`config.mk`:
```
export PLATFORM = sky130hd
export DESIGN_NAME = lsd_top
export DESIGN_NICKNAME = d
export VERILOG_FILES = /design/src/include/lsd_pkg.sv /design/src/lsd_mode_sel.sv /design/src/lsd_led_drive.sv /design/src/lsd_top.sv
export VERILOG_INCLUDE_DIRS = /design/src /design/src/include
export SDC_FILE = /design/constraint.sdc
export NUM_CORES = 1
export LEC_CHECK = 0
export ABC_AREA = 1
export BUFFER_PORTS_ARGS = -buffer_cell sky130_fd_sc_hd__buf_2
export CELL_PAD_IN_SITES_DETAIL_PLACEMENT = 0
export CELL_PAD_IN_SITES_GLOBAL_PLACEMENT = 2
export CORE_ASPECT_RATIO = 0.9
export CORE_MARGIN = 4
export CORE_UTILIZATION = 25
export DETAILED_ROUTE_END_ITERATION = 8
export PLACE_DENSITY_LB_ADDON = 0.1
export SYNTH_ARGS = -nofsm -noshare
export SYNTH_HDL_FRONTEND = slang
export SYNTH_HIERARCHICAL = 1
export SYNTH_SLANG_ARGS = --single-unit
```
`constraint.sdc`:
```
create_clock -name clk_sys -period 3.05 [get_ports clk_sys]
set_clock_uncertainty 0.1 [all_clocks]
set_input_delay 0.305 -clock clk_sys [delete_from_list [all_inputs] [get_ports clk_sys]]
set_output_delay 0.305 -clock clk_sys [all_outputs]
set_load 0.02 [all_outputs]
```
`src/include/lsd_regs.svh`:
```
`ifndef LSD_REGS_SVH
`define LSD_REGS_SVH

// ****************************************************************
// Mode codes as seen after extension
// ****************************************************************
`define LSD_MODE_LINK_ACT      5'h00
`define LSD_MODE_LINK1000_ACT  5'h01
`define LSD_MODE_LINK100_ACT   5'h02
`define LSD_MODE_LINK10_ACT    5'h03
`define LSD_MODE_LINK100G_ACT  5'h04
`define LSD_MODE_LINK10G_ACT   5'h05
`define LSD_MODE_LINK10M_ACT   5'h06
`define LSD_MODE_FIBER_ACT     5'h07
`define LSD_MODE_DUPLEX_COL    5'h08
`define LSD_MODE_COLLISION     5'h09
`define LSD_MODE_ACTIVITY      5'h0A
`define LSD_MODE_FIBER_ONLY    5'h0B
`define LSD_MODE_ANEG_FAULT    5'h0C
`define LSD_MODE_SERIAL        5'h0D
`define LSD_MODE_FORCE_OFF     5'h0E
`define LSD_MODE_FORCE_ON      5'h0F
`define LSD_MODE_LINK_BX       5'h10
`define LSD_MODE_LINK_FX       5'h11
`define LSD_MODE_ACT_BX        5'h12
`define LSD_MODE_ACT_FX        5'h13
`define LSD_MODE_XFORCE_OFF    5'h14
`define LSD_MODE_XFORCE_ON     5'h15

// ****************************************************************
// Field layout, counts and reset values
// ****************************************************************
`define LSD_EXT_BASE           5'h10
`define LSD_FIELD_W            4
`define LSD_NUM_LEDS           4
`define LSD_SERIAL_PORT        0
`define LSD_LED_OFF_LVL        1'b1

`endif

```
`src/include/lsd_pkg.sv`:
```
package lsd_pkg;

   // ****************************************************************
   // Link speed reported by the PHY core
   // ****************************************************************
   typedef enum logic [1:0] {
      LSD_SPD_10,
      LSD_SPD_100,
      LSD_SPD_1000
   } lsd_speed_t;

   // What one LED is asked to show
   typedef enum logic [1:0] {
      LSD_DRV_OFF,
      LSD_DRV_ON,
      LSD_DRV_BLINK
   } lsd_drive_t;

   // Port status from the PHY core
   typedef struct packed {
      logic       link_up;
      lsd_speed_t speed;
      logic       fiber;
      logic       full_duplex;
      logic       collision;
      logic       tx_act;
      logic       rx_act;
      logic       aneg_fault;
   } lsd_status_t;

   // Configuration bits shared by all LEDs of the port
   typedef struct packed {
      logic use_strap;
      logic copper_only;
      logic act_select;
      logic pulse_en;
   } lsd_cfg_t;

endpackage : lsd_pkg

```
`src/lsd_mode_sel.sv`:
```
`timescale 1ns/1ps
`default_nettype none
`include "lsd_regs.svh"

module lsd_mode_sel
   import lsd_pkg::*;
(
   input  wire logic [`LSD_FIELD_W-1:0] reg_field,
   input  wire logic [`LSD_FIELD_W-1:0] strap_field,
   input  wire logic                    use_strap,
   input  wire logic                    ext_en,
   output logic      [4:0]              eff_mode
);

   logic [`LSD_FIELD_W-1:0] field;

   // ****************************************************************
   // Field source and extension
   // ****************************************************************
   // Register field unless the straps are chosen
   assign field    = use_strap ? strap_field : reg_field;
   // Extended bit lifts the field into 16 and up
   assign eff_mode = ext_en ? (`LSD_EXT_BASE | {1'b0, field}) : {1'b0, field};

endmodule : lsd_mode_sel
`default_nettype wire

```
`src/lsd_led_drive.sv`:
```
`timescale 1ns/1ps
`default_nettype none
`include "lsd_regs.svh"

module lsd_led_drive
   import lsd_pkg::*;
(
   input  wire logic       drv,
   input  wire logic       blink,
   input  wire logic       blink_wave,
   input  wire logic       pulse_gate,
   input  wire logic       pulse_wave,
   output logic            asserted
);

   logic shown;

   // ****************************************************************
   // Steady, blinking and power-save pulsing
   // ****************************************************************
   // Blink follows the behaviour unit waveform
   assign shown    = drv | (blink & blink_wave);
   // Pulsing only chops an already lit LED
   assign asserted = shown & (~pulse_gate | pulse_wave);

endmodule : lsd_led_drive
`default_nettype wire

```
`src/lsd_top.sv`:
```
`timescale 1ns/1ps
`default_nettype none
`include "lsd_regs.svh"

module lsd_top
   import lsd_pkg::*;
#(
   parameter int NUM_LEDS = `LSD_NUM_LEDS,
   parameter int PORT_IDX = 0
)(
   input  wire logic                                 clk_sys,
   input  wire logic                                 srst,
   input  wire logic                                 clk_en,
   input  wire lsd_status_t                          status,
   input  wire lsd_cfg_t                             cfg,
   input  wire logic [NUM_LEDS-1:0][`LSD_FIELD_W-1:0] mode_field,
   input  wire logic [NUM_LEDS-1:0][`LSD_FIELD_W-1:0] strap_config_pins,
   input  wire logic [NUM_LEDS-1:0]                  ext_en,
   input  wire logic [NUM_LEDS-1:0]                  blink_wave,
   input  wire logic                                 pulse_wave,
   output logic      [NUM_LEDS-1:0]                  led_n,
   output logic      [NUM_LEDS-1:0]                  serial_sel
);

   // ****************************************************************
   // Link and activity classes
   // ****************************************************************
   logic link_any;
   logic link_cu;
   logic link_1000;
   logic link_100;
   logic link_10;
   logic link_bx;
   logic link_fx;
   logic act_any;
   logic act_fiber;
   logic act_bx;
   logic act_fx;

   // Speed classes; 10 Mb exists on copper only
   assign link_any  = status.link_up;
   assign link_cu   = status.link_up & ~status.fiber;
   assign link_1000 = status.link_up & (status.speed == LSD_SPD_1000);
   assign link_100  = status.link_up & (status.speed == LSD_SPD_100);
   assign link_10   = link_cu & (status.speed == LSD_SPD_10);
   assign link_bx   = link_1000 & status.fiber;
   assign link_fx   = link_100 & status.fiber;

   // Activity counts either direction unless narrowed
   assign act_any   = status.tx_act | status.rx_act;
   assign act_fiber = status.link_up & status.fiber;
   assign act_bx    = link_bx & act_any;
   assign act_fx    = link_fx & act_any;

   // ****************************************************************
   // Mode decode
   // ****************************************************************
   typedef struct packed {
      logic on;
      logic blink;
   } lsd_look_t;

   // Link gate with optional activity blink, shared by modes 0 to 7
   function automatic lsd_look_t link_look(input logic lnk, input logic act);
      lsd_look_t r;
      r.on    = lnk & ~act;
      r.blink = lnk & act;
      return r;
   endfunction : link_look

   // Activity-only look: dark unless blinking
   function automatic lsd_look_t act_look(input logic act);
      lsd_look_t r;
      r.on    = 1'b0;
      r.blink = act;
      return r;
   endfunction : act_look

   // Whole table; the serial mode is dark here since the stream is elsewhere
   function automatic lsd_look_t decode(input logic [4:0] m);
      lsd_look_t r;
      r = '0;
      case (m)
         `LSD_MODE_LINK_ACT: begin
            r = link_look(cfg.copper_only ? link_cu : link_any, act_any);
         end
         `LSD_MODE_LINK1000_ACT: begin
            r = link_look(link_1000, act_any);
         end
         `LSD_MODE_LINK100_ACT: begin
            r = link_look(link_100, act_any);
         end
         `LSD_MODE_LINK10_ACT: begin
            r = link_look(link_10, act_any);
         end
         `LSD_MODE_LINK100G_ACT: begin
            r = link_look(link_100 | link_1000, act_any);
         end
         `LSD_MODE_LINK10G_ACT: begin
            r = link_look(link_10 | link_1000, act_any);
         end
         `LSD_MODE_LINK10M_ACT: begin
            r = link_look(link_10 | link_100, act_any);
         end
         `LSD_MODE_FIBER_ACT: begin
            r = link_look(link_bx | link_fx, act_any);
         end
         `LSD_MODE_DUPLEX_COL: begin
            r.on    = link_any & status.full_duplex;
            r.blink = link_any & ~status.full_duplex & status.collision;
         end
         `LSD_MODE_COLLISION: begin
            r = act_look(status.collision);
         end
         `LSD_MODE_ACTIVITY: begin
            r = act_look(cfg.act_select ? status.tx_act : act_any);
         end
         `LSD_MODE_FIBER_ONLY: begin
            r = act_look(act_fiber & (cfg.act_select ? status.rx_act : act_any));
         end
         `LSD_MODE_ANEG_FAULT: begin
            r.on = status.aneg_fault;
         end
         `LSD_MODE_FORCE_ON,
         `LSD_MODE_XFORCE_ON: begin
            r.on = 1'b1;
         end
         `LSD_MODE_LINK_BX: begin
            r.on = link_bx;
         end
         `LSD_MODE_LINK_FX: begin
            r.on = link_fx;
         end
         `LSD_MODE_ACT_BX: begin
            r = act_look(act_bx);
         end
         `LSD_MODE_ACT_FX: begin
            r = act_look(act_fx);
         end
         default: begin
            // Force off, serial, and reserved extended codes stay dark
            r = '0;
         end
      endcase
      return r;
   endfunction : decode

   // ****************************************************************
   // Per-LED datapath
   // ****************************************************************
   logic      [NUM_LEDS-1:0][4:0] eff_mode;
   lsd_look_t [NUM_LEDS-1:0]      look;
   lsd_drive_t [NUM_LEDS-1:0]     drv_kind;
   logic      [NUM_LEDS-1:0]      pulse_gate;
   logic      [NUM_LEDS-1:0]      asserted;
   logic      [NUM_LEDS-1:0]      led_n_next;
   logic      [NUM_LEDS-1:0]      led_n_reg;
   logic      [NUM_LEDS-1:0]      serial_sel_reg;

   genvar gi;
   generate
      for (gi = 0; gi < NUM_LEDS; gi = gi + 1) begin : g_led
         // Field choice and extension per LED
         lsd_mode_sel u_sel (
            .reg_field   (mode_field[gi]),
            .strap_field (strap_config_pins[gi]),
            .use_strap   (cfg.use_strap),
            .ext_en      (ext_en[gi]),
            .eff_mode    (eff_mode[gi])
         );

         // Process form so status and config changes also re-run the decode
         always_comb begin
            look[gi] = decode(eff_mode[gi]);
         end

         // Summary kind, kept for observation
         assign drv_kind[gi] = look[gi].blink ? LSD_DRV_BLINK :
                               (look[gi].on ? LSD_DRV_ON : LSD_DRV_OFF);

         // Mode 21 is the one forced-on code that never pulses
         assign pulse_gate[gi] = cfg.pulse_en &&
                                 (eff_mode[gi] != `LSD_MODE_XFORCE_ON);

         lsd_led_drive u_drv (
            .drv        (look[gi].on),
            .blink      (look[gi].blink),
            .blink_wave (blink_wave[gi]),
            .pulse_gate (pulse_gate[gi]),
            .pulse_wave (pulse_wave),
            .asserted   (asserted[gi])
         );

         // Active low pin level
         assign led_n_next[gi] = ~asserted[gi];
      end
   endgenerate

   // ****************************************************************
   // Output registers
   // ****************************************************************
   // Pins are registered so glitches of the decode never reach the LEDs
   always_ff @(posedge clk_sys) begin
      if (srst) begin
         led_n_reg <= {NUM_LEDS{`LSD_LED_OFF_LVL}};
      end else if (clk_en) begin
         led_n_reg <= led_n_next;
      end
   end

   // Serial hand-off flag, honoured on port 0 only
   always_ff @(posedge clk_sys) begin
      if (srst) begin
         serial_sel_reg <= '0;
      end else if (clk_en) begin
         for (int i = 0; i < NUM_LEDS; i++) begin
            serial_sel_reg[i] <= (PORT_IDX == `LSD_SERIAL_PORT) &&
                                 (eff_mode[i] == `LSD_MODE_SERIAL);
         end
      end
   end

   assign led_n      = led_n_reg;
   assign serial_sel = serial_sel_reg;

   // Delayed link class for the gigabit check, frozen with the rest
   logic link_1000_d;
   always_ff @(posedge clk_sys) begin
      if (clk_en) begin
         link_1000_d <= link_1000;
      end
   end

   generate
      for (gi = 0; gi < NUM_LEDS; gi = gi + 1) begin : g_chk

      end
   endgenerate
endmodule : lsd_top
`default_nettype wire

```
==> summary.md <==
| Metric | Value |
|---|---|
| Core Area | `roughly 9100 um2` |
| DP Cell Count | `approximately 700` |
| Vias in the first global route | `about 3100` |
| Row count | `33` |
| Post-CTS sizing | `0` |
| Commonest non-fill, non-tap cells in the layout | `nand2_1, nor2_1, nand3_1` |
| Antenna-violating nets left | `0` |
| CTS hold repair buffers | `0` |
| Total of max-cap violations | `0` |
| Post-Synthesis Net Count | `581` |
| Global Route Usage Sum | `around 18%` |
| Drt first pass iters | `4` |
| Maximum vdd drop | `0.0001305 V` |
| Syn Area/Cell | `roughly 4.5 um2` |
| Layout cells sized above 1 | `14.04%` |
| WL met3 | `roughly 470 um` |
| Synth cell types | `21` |
| HP Class | `in -> reg` |
| CP Data Arrival Time | `around 2.1 ns` |
| Flops & latches, synth | `8` |
| Compound-Gate Fraction of Synth Area | `under 10%` |
| DRT iter0 DRCs | `~170` |
| Clock Latency Late Sink | `around 0.23 ns` |
| Slew @ Worst Pin | `0.5603 ns` |
| Die height | `~100 um` |
| DRC | `0` |
| Vias per cell | `4.690` |
| Period Utilization, post-route | `between 60 and 70%` |
| Root buf cell | `clkbuf_8` |
| Clock slew at reported path FFs | `0.04 ns` |
| Initial core utilization | `about a quarter` |
| Boundary pin count | `between 60 and 70` |
| H-tree depth | `1` |
| Pwr/cell area | `between 150 and 200 nW/um2` |
| Clk buf depth | `2` |
| Worst Path Max Fanout | `20` |
| Via count | `between 3000 and 4000` |
| Highest routed metal layer | `met4` |
| Sequential area share after synthesis | `between 6 and 7%` |
| Routed Wire Length | `slightly below 10 mm` |
| Synth Instances | `between 500 and 600` |
| Global placer's final weighted congestion | `roughly 0.86` |
| Multiplexer area fraction after synthesis | `0%` |
| Pin count of the biggest net entering global routing | `21` |
| Nets@finish | `643` |
| Status | `finished, final reports clean` |
| DIE WIDTH | `roughly 110 um` |
| Clk sinks | `8` |
| IO buf count | `64` |
| Static leakage | `~1.7 nW` |
| Post-Syn Area | `~2300 um2` |
| Met2 WL post-DR | `roughly 4.3 mm` |
| Post-DP HPWL | `between 8 and 9 mm` |
| Combinational family with the most area after synthesis | `simple AND/OR/NAND/NOR gates` |
| Crit path required time | `3.06 ns` |
| Crit end category | `register` |
| Filler cells | `1127` |
| DR WL/cell | `13.74 um` |
| Met1 wire length | `4.699 mm` |
| Global-route wire length before repair | `15.44 mm` |
| Fmax | `around 470 MHz` |
| RSZ-0062 raised after global routing | `false` |
| Max Slew Vio Count | `0` |
| Ant diodes | `0` |
| Final Hold Fails | `0` |
| Ys Warns | `6` |
| Setup violations, final | `0` |
| Postcts setup bufs | `0` |
| CTS tree | `yes` |
| Commonest non-fill, non-tap cell in the layout | `nand2_1` |
| Finished Layout Cells | `about 700` |
| Fin crit period | `2.122 ns` |
| Simple-gate share of the synthesized area | `~74%` |
| Synth Area in Adders | `0%` |
| Crit path kind | `in -> reg` |
| Initial antenna violation count | `0` |
| Cts bufs inserted | `3` |
| Startpoint Class | `input port` |
| Setup_tns | `0 ns` |
| Area growth, synth to finish | `19.69%` |
| Post-Synth XOR/XNOR Area | `0%` |
| GRT Residual Overflow | `0` |
| Worst slew margin | `62.51%` |
| Die area | `around 11000 um2` |
-- where the power goes --
group	switching (mW)	leakage [nW]	internal [mW]
sequential	0.00295	0.0661	0.111
clock	0.0404	0.0216	0.0854
combinational	0.211	1.57	0.0874
total	0.255	1.66	0.284
-- cell usage after synthesis --
cell	n	area share [%]
nand2_1	190	30
nor2_1	122	20
nand3_1	73	16
inv_1	62	10
nor3_1	14	3.0
o21ai_0	11	2.4
a21oi_1	10	2.1
nand4_1	9	2.4
dfxtp_1	8	6.8
buf_4	5	1.6
inv_2	5	0.80
nand3_2	3	1.3
buf_6	2	0.96
nand2_2	2	0.53
nand3b_1	2	0.64
a31oi_1	1	0.27
buf_2	1	0.21
clkbuf_1	1	0.16
nand2_4	1	0.48
nor2_2	1	0.27
o21ai_2	1	0.37
-- final timing paths --
| kind | depth (start not counted) | slack (ns) | startpoint | endpoint |
|---|---|---|---|---|
| max | 16 | 0.93 | cfg[3] | led_n[3] |
| min | 3 | 0.24 | srst | led_n[3] |
| max reg2reg | 2 | 2.30 | led_n[2] | led_n[2] |
| min reg2reg | 2 | 0.36 | led_n[3] | led_n[3] |
-- per-stage QoR --
stage / hold slack (ns) / power, mW / setup slack (ns) / util (%) / cell area, um2
floorplan: 0.3047 / 0.3087 / 1.468 / - / 2338
global placement: 0.3495 / 0.4209 / 0.6232 / 30.22 / 2758
detailed placement: 0.3584 / 0.4148 / 0.6446 / 30.22 / 2758
CTS: 0.2393 / 0.5434 / 0.8814 / 30.67 / 2799
global route: 0.2410 / 0.5934 / 0.5847 / 30.67 / 2799
finish: 0.2399 / 0.5389 / 0.9284 / 30.67 / 2799
-- logic make-up (layout without fill, tap and decap cells) --
logic type,after synthesis,after routing
and+or+nand+nor,417,417
buffers and inverters,76,136
AOI/OAI and AO/OA,23,23
DFF,8,8
-- critical path, stage by stage --
cell and delay (ns):
buf_2 0.38, inv_2 0.10, nand2_1 0.08, nand2_1 0.11, nor2_1 0.32, nand2_1 0.12
nor2_1 0.16, nand3_1 0.08, nand2_1 0.08, nor2_1 0.04, nand3_1 0.10, nand2_1 0.06
nand2_1 0.05, nand2_1 0.04, inv_1 0.04, o21ai_0 0.05
-- layer usage --
layer | up-vias | track usage, %
met3 | 15 | 1.687
met1 | 1441 | 25.18
met4 | 0 | 3.356
met5 | - | 0
li1 | 1766 | -
met2 | 89 | 29.38
-- layout make-up --
class	count	area, um2	area share, %
multi-input cells	440	1858	66.38
repair buffers	66	335.3	11.98
inverters	67	251.5	8.985
flip-flops and latches	8	160.2	5.722
well taps	122	152.6	5.454
clock buffers	3	41.29	1.475
No activity file was read; power rests on OpenSTA's default activity.
